File: src/pkg/wheel_seq_pkg.sv
// constants and types shared by the wheel sensor state sequencer
package wheel_seq_pkg;
  // core clock and one-second timebase
  localparam int CLK_HZ = 10_000_000;
  localparam int TICK_PERIOD_S = 1;
  localparam int TICK_CYCLES = CLK_HZ * TICK_PERIOD_S;
  localparam int PRE_W = 24;

  // reading widths; pressure lsb is 0.1 psi
  localparam int PRESS_W = 12;
  localparam int TEMP_W = 8;
  localparam int PRESS_LSB_DPSI = 1;

  // pressure thresholds in 0.1 psi units
  localparam logic [11:0] STORE_THR_DPSI = 12'h226;
  localparam logic [11:0] TX_DELTA_DPSI = 12'h00f;
  localparam logic [11:0] BURST_DELTA_DPSI = 12'h050;

  // timing in seconds, counted on the one-second tick
  localparam int SEC_W = 9;
  localparam logic [8:0] STORE_SAMPLE_S = 9'h0f0;
  localparam logic [8:0] INIT_SAMPLE_S = 9'h001;
  localparam logic [8:0] INIT_WINDOW_S = 9'h078;
  localparam logic [8:0] NORM_PRESS_S = 9'h003;
  localparam logic [8:0] NORM_TEMP_S = 9'h006;
  localparam logic [8:0] NORM_TX_S = 9'h0f0;
  localparam logic [8:0] BURST_WINDOW_S = 9'h0f0;
  localparam logic [8:0] BURST_PERIOD_S = 9'h001;
  localparam logic [8:0] BURST_DWELL_S = 9'h014;

  // transmit buffer
  localparam int TX_FIFO_DEPTH = 4;

  typedef enum logic [1:0] {
    ST_STORAGE,
    ST_INITIAL,
    ST_NORMAL,
    ST_BURST
  } op_state_t;
endpackage
File: src/core/tx_fifo.sv
// small first-in first-out buffer for outgoing messages
`timescale 1ns/10ps
module tx_fifo #(
  parameter int WIDTH = 20,
  parameter int DEPTH = 4
) (
  input wire logic i_ref_clk,
  input wire logic i_reset,
  input wire logic i_in_valid,
  output logic o_in_ready,
  input wire logic [WIDTH-1:0] i_in_data,
  output logic o_out_valid,
  input wire logic i_out_ready,
  output logic [WIDTH-1:0] o_out_data
);
  localparam int AW = (DEPTH > 1) ? $clog2(DEPTH) : 1;
  localparam logic [AW:0] DEPTH_C = (AW+1)'(DEPTH);
  localparam logic [AW-1:0] LAST_C = AW'(DEPTH - 1);

  logic [WIDTH-1:0] mem_r [DEPTH];
  logic [AW-1:0] wr_ptr_r, wr_ptr_nxt, rd_ptr_r, rd_ptr_nxt;
  logic [AW:0] count_r, count_nxt;
  logic push, pop;

  assign o_in_ready = (count_r != DEPTH_C);
  assign o_out_valid = (count_r != '0);
  // head word comes straight off the storage flops
  assign o_out_data = mem_r[rd_ptr_r];
  assign push = i_in_valid && o_in_ready;
  assign pop = o_out_valid && i_out_ready;

  always_comb begin
    wr_ptr_nxt = wr_ptr_r;
    rd_ptr_nxt = rd_ptr_r;
    count_nxt = count_r;
    if (push) begin
      wr_ptr_nxt = (wr_ptr_r == LAST_C) ? '0 : wr_ptr_r + 1'b1;
    end
    if (pop) begin
      rd_ptr_nxt = (rd_ptr_r == LAST_C) ? '0 : rd_ptr_r + 1'b1;
    end
    if (push && !pop) begin
      count_nxt = count_r + 1'b1;
    end else if (pop && !push) begin
      count_nxt = count_r - 1'b1;
    end
  end

  always_ff @(posedge i_ref_clk) begin
    if (i_reset) begin
      wr_ptr_r <= '0;
      rd_ptr_r <= '0;
      count_r <= '0;
    end else begin
      wr_ptr_r <= wr_ptr_nxt;
      rd_ptr_r <= rd_ptr_nxt;
      count_r <= count_nxt;
    end
  end

  always_ff @(posedge i_ref_clk) begin
    if (push) begin
      mem_r[wr_ptr_r] <= i_in_data;
    end
  end
endmodule

File: src/core/wheel_state_seq.sv
// operating-state sequencer of a tyre pressure and temperature wheel sensor
// What this block does
// - starts in storage after reset and stays until pressure moves it
// - storage only samples pressure once every 240 seconds
// - storage: at or below 55 psi stays, above goes to initial
// - storage sends nothing except one message per magnet sweep
// - initial samples pressure once every second
// - initial: at or below 55 psi after 120 seconds returns to storage
// - initial: above 55 psi for more than 120 seconds goes to normal
// - normal never goes back to initial or storage
// - normal samples pressure every 3 seconds, temperature every 6
// - normal sends readings every 4 minutes
// - normal: pressure change above 1.5 psi sends at once
// - normal: change above 8 psi within 4 minutes enters burst
// - burst samples pressure every second and temperature every 2 seconds, and sends both every second
// - burst lasts 20 seconds after the last change above 8 psi, then returns to normal
// - temperature taken on every second pressure sample in all states
// - each message carries pressure and temperature together
`timescale 1ns/10ps
module wheel_state_seq
  import wheel_seq_pkg::*;
#(
  parameter int TICK_CYCLES_P = wheel_seq_pkg::TICK_CYCLES,
  parameter int PRESS_W_P = wheel_seq_pkg::PRESS_W,
  parameter int TEMP_W_P = wheel_seq_pkg::TEMP_W,
  parameter int FIFO_DEPTH_P = wheel_seq_pkg::TX_FIFO_DEPTH
) (
  input wire logic i_ref_clk,
  input wire logic i_reset,
  output logic o_press_req,
  input wire logic i_press_valid,
  input wire logic [PRESS_W_P-1:0] i_press_data,
  output logic o_temp_req,
  input wire logic i_temp_valid,
  input wire logic [TEMP_W_P-1:0] i_temp_data,
  input wire logic i_magnet,
  output logic o_tx_valid,
  input wire logic i_tx_ready,
  output logic [PRESS_W_P+TEMP_W_P-1:0] o_tx_data,
  output wheel_seq_pkg::op_state_t o_state
);
  import wheel_seq_pkg::*;

  localparam logic [PRE_W-1:0] TICK_LAST = PRE_W'(TICK_CYCLES_P - 1);
  localparam int MSG_W = PRESS_W_P + TEMP_W_P;
  localparam logic [PRESS_W_P-1:0] THR = PRESS_W_P'(STORE_THR_DPSI);
  localparam logic [PRESS_W_P-1:0] TX_D = PRESS_W_P'(TX_DELTA_DPSI);
  localparam logic [PRESS_W_P-1:0] BURST_D = PRESS_W_P'(BURST_DELTA_DPSI);

  op_state_t state_r, state_nxt;
  logic [PRE_W-1:0] pre_r, pre_nxt;
  logic [SEC_W-1:0] sec_cnt_r, sec_cnt_nxt;
  logic [SEC_W-1:0] samp_cnt_r, samp_cnt_nxt;
  logic [SEC_W-1:0] win_cnt_r, win_cnt_nxt;
  logic [PRESS_W_P-1:0] press_r, press_nxt;
  logic [PRESS_W_P-1:0] ref_r, ref_nxt;
  logic [PRESS_W_P-1:0] last_tx_r, last_tx_nxt;
  logic [TEMP_W_P-1:0] temp_r, temp_nxt;
  logic parity_r, parity_nxt;
  logic low_seen_r, low_seen_nxt;
  logic tx_pend_r, tx_pend_nxt;
  logic press_req_r, press_req_nxt;
  logic temp_req_r, temp_req_nxt;
  logic tick, fifo_in_ready, push;

  function automatic logic [PRESS_W_P-1:0] absdiff(input logic [PRESS_W_P-1:0] a,
                                                   input logic [PRESS_W_P-1:0] b);
    absdiff = (a > b) ? a - b : b - a;
  endfunction

  function automatic logic [SEC_W-1:0] sample_period(input op_state_t st);
    case (st)
      ST_STORAGE: sample_period = STORE_SAMPLE_S;
      ST_INITIAL: sample_period = INIT_SAMPLE_S;
      ST_NORMAL: sample_period = NORM_PRESS_S;
      ST_BURST: sample_period = BURST_PERIOD_S;
      default: sample_period = STORE_SAMPLE_S;
    endcase
  endfunction

  assign tick = (pre_r == TICK_LAST);
  // a pending message waits here while the buffer is full
  assign push = tx_pend_r && fifo_in_ready;
  assign o_press_req = press_req_r;
  assign o_temp_req = temp_req_r;
  assign o_state = state_r;

  always_comb begin
    state_nxt = state_r;
    pre_nxt = tick ? '0 : pre_r + 1'b1;
    sec_cnt_nxt = sec_cnt_r;
    samp_cnt_nxt = samp_cnt_r;
    win_cnt_nxt = win_cnt_r;
    press_nxt = i_press_valid ? i_press_data : press_r;
    temp_nxt = i_temp_valid ? i_temp_data : temp_r;
    ref_nxt = ref_r;
    last_tx_nxt = push ? press_r : last_tx_r;
    parity_nxt = parity_r;
    low_seen_nxt = low_seen_r;
    tx_pend_nxt = push ? 1'b0 : tx_pend_r;
    press_req_nxt = 1'b0;
    temp_req_nxt = 1'b0;
    if (tick) begin
      if (sec_cnt_r != '1) begin
        sec_cnt_nxt = sec_cnt_r + 1'b1;
      end
      if (samp_cnt_r == '0) begin
        press_req_nxt = 1'b1;
        temp_req_nxt = parity_r;
        parity_nxt = ~parity_r;
        samp_cnt_nxt = sample_period(state_r) - 1'b1;
      end else begin
        samp_cnt_nxt = samp_cnt_r - 1'b1;
      end
    end
    case (state_r)
      ST_STORAGE: begin
        if (i_magnet) begin
          tx_pend_nxt = 1'b1;
        end
        if (i_press_valid && i_press_data > THR) begin
          state_nxt = ST_INITIAL;
          sec_cnt_nxt = '0;
          samp_cnt_nxt = '0;
          low_seen_nxt = 1'b0;
        end
      end
      ST_INITIAL: begin
        if (i_press_valid && i_press_data <= THR) begin
          low_seen_nxt = 1'b1;
        end
        if (tick && sec_cnt_r == INIT_WINDOW_S && press_r <= THR) begin
          state_nxt = ST_STORAGE;
          samp_cnt_nxt = STORE_SAMPLE_S - 1'b1;
        end else if (tick && sec_cnt_r > INIT_WINDOW_S) begin
          if (!low_seen_r) begin
            state_nxt = ST_NORMAL;
            samp_cnt_nxt = '0;
            win_cnt_nxt = '0;
            ref_nxt = press_r;
          end else begin
            // a dip inside the window restarts it rather than promoting
            sec_cnt_nxt = '0;
            // a dip landing on the restart tick still counts against the new window
            low_seen_nxt = i_press_valid && (i_press_data <= THR);
          end
        end
      end
      ST_NORMAL: begin
        if (tick) begin
          if (win_cnt_r == NORM_TX_S - 1'b1) begin
            tx_pend_nxt = 1'b1;
            win_cnt_nxt = '0;
            ref_nxt = press_r;
          end else begin
            win_cnt_nxt = win_cnt_r + 1'b1;
          end
        end
        if (i_press_valid) begin
          if (absdiff(i_press_data, last_tx_r) > TX_D) begin
            tx_pend_nxt = 1'b1;
          end
          if (absdiff(i_press_data, ref_r) > BURST_D) begin
            state_nxt = ST_BURST;
            sec_cnt_nxt = '0;
            samp_cnt_nxt = '0;
            ref_nxt = i_press_data;
            tx_pend_nxt = 1'b1;
          end
        end
      end
      ST_BURST: begin
        if (i_press_valid) begin
          tx_pend_nxt = 1'b1;
          if (absdiff(i_press_data, ref_r) > BURST_D) begin
            sec_cnt_nxt = '0;
            ref_nxt = i_press_data;
          end
        end
        if (tick && sec_cnt_r == BURST_DWELL_S - 1'b1 && sec_cnt_nxt != '0) begin
          state_nxt = ST_NORMAL;
          samp_cnt_nxt = '0;
          win_cnt_nxt = '0;
          ref_nxt = press_r;
        end
      end
      default: state_nxt = ST_STORAGE;
    endcase
  end

  always_ff @(posedge i_ref_clk) begin
    if (i_reset) begin
      state_r <= ST_STORAGE;
      pre_r <= '0;
      sec_cnt_r <= '0;
      samp_cnt_r <= STORE_SAMPLE_S - 9'h001;
      win_cnt_r <= '0;
      press_r <= '0;
      temp_r <= '0;
      ref_r <= '0;
      last_tx_r <= '0;
      parity_r <= 1'b0;
      low_seen_r <= 1'b0;
      tx_pend_r <= 1'b0;
      press_req_r <= 1'b0;
      temp_req_r <= 1'b0;
    end else begin
      state_r <= state_nxt;
      pre_r <= pre_nxt;
      sec_cnt_r <= sec_cnt_nxt;
      samp_cnt_r <= samp_cnt_nxt;
      win_cnt_r <= win_cnt_nxt;
      press_r <= press_nxt;
      temp_r <= temp_nxt;
      ref_r <= ref_nxt;
      last_tx_r <= last_tx_nxt;
      parity_r <= parity_nxt;
      low_seen_r <= low_seen_nxt;
      tx_pend_r <= tx_pend_nxt;
      press_req_r <= press_req_nxt;
      temp_req_r <= temp_req_nxt;
    end
  end

  tx_fifo #(
    .WIDTH(MSG_W),
    .DEPTH(FIFO_DEPTH_P)
  ) u_tx_fifo (
    .i_ref_clk(i_ref_clk),
    .i_reset(i_reset),
    .i_in_valid(tx_pend_r),
    .o_in_ready(fifo_in_ready),
    .i_in_data({temp_r, press_r}),
    .o_out_valid(o_tx_valid),
    .i_out_ready(i_tx_ready),
    .o_out_data(o_tx_data)
  );
endmodule

File: config.mk
export PLATFORM = sky130hd
export DESIGN_NAME = wheel_state_seq
export DESIGN_NICKNAME = d
export VERILOG_FILES = /design/src/pkg/wheel_seq_pkg.sv /design/src/core/tx_fifo.sv /design/src/core/wheel_state_seq.sv
export SDC_FILE = /design/constraint.sdc
export NUM_CORES = 1
export LEC_CHECK = 0
export BUFFER_PORTS_ARGS = -buffer_cell sky130_fd_sc_hd__buf_2
export CAP_MARGIN = 15
export CORE_UTILIZATION = 49
export CTS_BUF_LIST = sky130_fd_sc_hd__clkbuf_4
export CTS_CLUSTER_SIZE = 30
export DETAILED_ROUTE_END_ITERATION = 10
export PLACE_DENSITY = 0.68
export SLEW_MARGIN = 30
export SYNTH_ARGS = -nofsm -noshare
export SYNTH_HDL_FRONTEND = slang
export SYNTH_SLANG_ARGS = --single-unit
File: constraint.sdc
create_clock -name i_ref_clk -period 3.6 [get_ports i_ref_clk]
set_input_delay 0.18 -clock i_ref_clk [delete_from_list [all_inputs] [get_ports i_ref_clk]]
set_output_delay 0.18 -clock i_ref_clk [all_outputs]
set_load 0.02 [all_outputs]
==> impl_metrics.env <==
export IMPL_outcome="complete, but fails checks"
export IMPL_failing_checks="setup timing"
export IMPL_synth_top_cells_by_count="sky130_fd_sc_hd__dfxtp_1 (111), sky130_fd_sc_hd__nor2_1 (111), sky130_fd_sc_hd__a21oi_1 (95)"
export IMPL_final_core_utilization=0.602
export IMPL_power_switching_mw=2.14
export IMPL_core_area_um2=21200
export IMPL_width_of_the_die_um=150
export IMPL_ioPinCount=51
export IMPL_setup_worst_path_start_class="flop"
export IMPL_drt_first_pass_iters=5
export IMPL_post_route_drc_count=0
export IMPL_dp_wirelength_mm=18.8
export IMPL_overall_power_after_layout_mw=5.93
export IMPL_diodes_inserted=0
export IMPL_path_max_fanout=4
export IMPL_synthSimpleGateAreaFrac=0.167
export IMPL_portion_of_the_clock_cycle_consumed_by_the_worst_path_in_the_final_layout=1.03
export IMPL_grt_overflow=0
export IMPL_synth_warning_count=0
export IMPL_highest_layer="met4"
export IMPL_first_global_vias=8378
export IMPL_internal_portion_of_total_power_mw=3.79
export IMPL_cts_path_max_buffers=2
export IMPL_synthFlopType="sky130_fd_sc_hd__dfxtp_1"
export IMPL_layout_nets=1326
export IMPL_combinationalPowerShare=0.363
export IMPL_async_flop_share=0
export IMPL_synth_enable_flop_cells=80
export IMPL_setup_viol=21
export IMPL_cts_root_cell="sky130_fd_sc_hd__clkbuf_4"
export IMPL_vdd_ir_drop_max_mv=0.349
export IMPL_holdPathStages=3
export IMPL_hold_class="in2reg"
export IMPL_largest_family_of_logic_cells_by_synthesized_area="simple AND/OR/NAND/NOR gates"
export IMPL_start_util=0.504
export IMPL_power_static_leakage_nw=4.93
export IMPL_power_clock_fraction=0.206
export IMPL_synthesis_instances=1095
export IMPL_detailroute_via_count=8760
export IMPL_rsz0062_at_grt="true"
export IMPL_fmaxAchievable_mhz=269
export IMPL_worst_path_arrival_time_ns=4.23
export IMPL_synth_area_top_cells="sky130_fd_sc_hd__edfxtp_1 (22%), sky130_fd_sc_hd__dfxtp_1 (21%), sky130_fd_sc_hd__ha_1 (7.1%)"
export IMPL_kind_of_end_point_of_the_critical_path="flop"
export IMPL_grt_first_pass_wirelength_mm=42.4
export IMPL_cp_num_buf_inv=1
export IMPL_wire_length_on_met2_mm=13.1
export IMPL_antenna_left=0
export IMPL_cts_buffers=17
export IMPL_initial_antenna_violation_count=0
export IMPL_clkSinkCount=191
export IMPL_finalMaxSlewViolations=0
export IMPL_yosysUniqueCellTypes=83
export IMPL_synth_sequential_area_ratio=0.432
export IMPL_drive_above_1_share=0.219
export IMPL_timing_max_slew_rel_slack=0.395
export IMPL_timing_hold_violations_final=0
export IMPL_min_to="temp_r[5]"
export IMPL_synth_xor_area_share=0.0352
export IMPL_max_slew_worst_pin_slew_ns=0.907
export IMPL_tns_ns=-0.819
export IMPL_fp_row_count=53
export IMPL_yosys_area_top_type="sky130_fd_sc_hd__edfxtp_1"
export IMPL_worst_setup_hold_path_clk_slew_ns=0.20
export IMPL_r2r_setup_slack_ns=-0.12
export IMPL_io_buffer_count=50
export IMPL_avgRoutedWirePerCell_um=17.7
export IMPL_synthesis_area_um2=10700
export IMPL_gp_weighted_congestion=0.949
export IMPL_layout_setup_ws_ns=-0.120
export IMPL_area_growth_synth_to_final_pct=19.4
export IMPL_clock_skew_final_ns=0.0400
export IMPL_avgSynthCellArea_um2=9.77
export IMPL_die_area_um2=22400
export IMPL_swShare=0.361
export IMPL_synth_compound_gate_area_share=0.166
export IMPL_dr_wl_met3_mm=1.25
export IMPL_avgViaCountPerCell=5.76
export IMPL_wl_mm=27.0
export IMPL_cpPeakStageDelay_ns=0.41
export IMPL_worstSetupPathType="reg2reg"
export IMPL_drt_iter0_drc=575
export IMPL_reg2reg_from="ref_r[0]"
export IMPL_post_route_cell_area_um2=12800
export IMPL_clk_latency_ns=0.60
export IMPL_critical_path_reg2reg_endpoint="o_state[0]"
export IMPL_post_route_min_period_ns=3.72
export IMPL_synth_top_area_frac=0.225
export IMPL_cts_tree="built"
export IMPL_synth_fp_nets=1187
export IMPL_crit_slowest_cell="sky130_fd_sc_hd__dfxtp_4"
export IMPL_grt_start_max_net_pins=50
export IMPL_power_share_sequential=0.431
export IMPL_synth_seq_cells=191
export IMPL_path_cells="ha_4, fa_2, nand2b_4, a21oi_4, a21oi_4, a211o_1, and4_1, a221o_2, a31oi_4, buf_6, mux2_4, a211o_1, a221oi_2"
export IMPL_critical_path_top_delay_family="compound AO/OA/AOI/OAI gates"
export IMPL_num_fill_cells=1763
export IMPL_muxShareOfSynthArea=0.0745
export IMPL_wl_met1_mm=12.1
export IMPL_critical_path_required_ns=4.11
export IMPL_die_height_um=150
export IMPL_maxCapViolCount=0
export IMPL_worst_r2r_cell_count=13
export IMPL_min_delay_start="i_temp_valid"
export IMPL_synthAdderAreaFrac=0.0807
export IMPL_grt_use_total=0.241
export IMPL_fin_worst_hold_slack_ns=0.0294
export IMPL_p_per_area_nw_per_um2=465
export IMPL_htree_levels=4
export IMPL_post_dp_cell_area_um2=11600
## worst register-to-register path: stages, from the launching register on
cell	delay, ns
sky130_fd_sc_hd__dfxtp_4	0.41
sky130_fd_sc_hd__ha_4	0.17
sky130_fd_sc_hd__fa_2	0.36
sky130_fd_sc_hd__nand2b_4	0.17
sky130_fd_sc_hd__a21oi_4	0.20
sky130_fd_sc_hd__a21oi_4	0.09
sky130_fd_sc_hd__a211o_1	0.32
sky130_fd_sc_hd__and4_1	0.22
sky130_fd_sc_hd__a221o_2	0.39
sky130_fd_sc_hd__a31oi_4	0.31
sky130_fd_sc_hd__buf_6	0.16
sky130_fd_sc_hd__mux2_4	0.30
sky130_fd_sc_hd__a211o_1	0.32
sky130_fd_sc_hd__a221oi_2	0.23
## sequential cells by signal, summed over array words and instances, names as in the netlist, 3 cells and up, named ones only
register	count
win_cnt_r	9
press_r	12
ref_r	12
last_tx_r	12
temp_r	8
sec_cnt_r	9
u_tx_fifo.count_r	3
u_tx_fifo.mem_r	80
pre_r	24
samp_cnt_r	9
## placed cells by master (no fill, tap or decap), types with 8 or more instances in the layout
master,count
sky130_fd_sc_hd__dlygate4sd3_1,27
sky130_fd_sc_hd__mux2i_1,28
sky130_fd_sc_hd__nor3_1,25
sky130_fd_sc_hd__edfxtp_1,80
sky130_fd_sc_hd__xor2_1,31
sky130_fd_sc_hd__o2bb2ai_1,12
sky130_fd_sc_hd__o21ai_0,35
sky130_fd_sc_hd__buf_4,79
sky130_fd_sc_hd__nand2_1,81
sky130_fd_sc_hd__nand3_1,35
sky130_fd_sc_hd__a21o_1,9
sky130_fd_sc_hd__xnor2_1,12
sky130_fd_sc_hd__nor2b_1,10
sky130_fd_sc_hd__dfxtp_1,108
sky130_fd_sc_hd__nand2b_1,12
sky130_fd_sc_hd__ha_1,56
sky130_fd_sc_hd__buf_2,50
sky130_fd_sc_hd__nand4_1,12
sky130_fd_sc_hd__nor2_1,110
sky130_fd_sc_hd__mux4_2,20
sky130_fd_sc_hd__inv_1,63
sky130_fd_sc_hd__a21oi_2,8
sky130_fd_sc_hd__a22o_1,14
sky130_fd_sc_hd__nor4_1,8
sky130_fd_sc_hd__and3_1,16
sky130_fd_sc_hd__a221o_1,12
sky130_fd_sc_hd__buf_6,10
sky130_fd_sc_hd__or3_1,12
sky130_fd_sc_hd__a21oi_1,84
sky130_fd_sc_hd__clkbuf_4,17
## how the worst max path moves through the flow
stage                     startpoint      endpoint  slack, ns  depth (start not counted)
after global placement      ref_r[0]      ref_r[2]      -0.12                         13
after CTS                   ref_r[0]  win_cnt_r[6]      -0.03                         13
final                       ref_r[0]    o_state[0]      -0.12                         13
after global routing        ref_r[0]    o_state[0]      -0.20                         13
after floorplan             ref_r[0]    o_state[0]       0.12                         13
after detailed placement    ref_r[0]      ref_r[9]      -0.25                         15
## power groups by stage
stage / clock, mW / combinational (mW) / sequential, mW
after floorplan: 0 / 1.28 / 2.56
after global placement: 0 / 1.85 / 2.60
after detailed placement: 0 / 1.87 / 2.60
after CTS: 1.24 / 1.98 / 2.56
after global routing: 1.33 / 2.34 / 2.58
final: 1.22 / 2.16 / 2.56
## per-layer routing
layer	vias to the layer above	track usage
met5	-	0
li1	4285	-
met3	43	0.0421
met2	248	0.405
met1	4184	0.318
met4	0	0.0687
## cell families (layout without fill, tap and decap cells)
| logic type | after synthesis | after routing |
|---|---|---|
| buf+inv | 117 | 268 |
| simple gates | 364 | 365 |
| flops | 191 | 191 |
| mux | 54 | 54 |
| compound gates | 260 | 260 |
| fa+ha+maj | 66 | 66 |
| xor+xnor | 43 | 43 |
## final cells by class
type                    instances  area [um2]  share of cell area
repair buffers                170        1310               0.103
inverters                      66         250              0.0196
multi-input cells             788        5910               0.463
clock inverters                15         195              0.0153
well taps                     275         344              0.0269
clock buffers                  17         128             0.00999
flip-flops and latches        191        4630               0.363
## stage by stage
step | std cells | setup WS [ns]
5_1_grt | 1522 | -0.201
4_1_cts | 1509 | -0.0278
2_1_floorplan | 1095 | 0.117
3_5_place_dp | 1442 | -0.250
3_3_place_gp | 1442 | -0.119
6_report | 1522 | -0.120
## repair_timing
| action | 4_1_cts | 5_1_grt |
|---|---|---|
| gates cloned | 0 | 2 |
| endpoints found under the setup margin | 32 | 33 |
| hold endpoints to repair | 21 | 0 |
| hold buffers | 27 | 0 |
| setup buffers | 9 | 13 |
| gates resized for setup | 22 | 63 |
| pin swaps | 12 | 49 |
(Power assumes the default switching activity.)
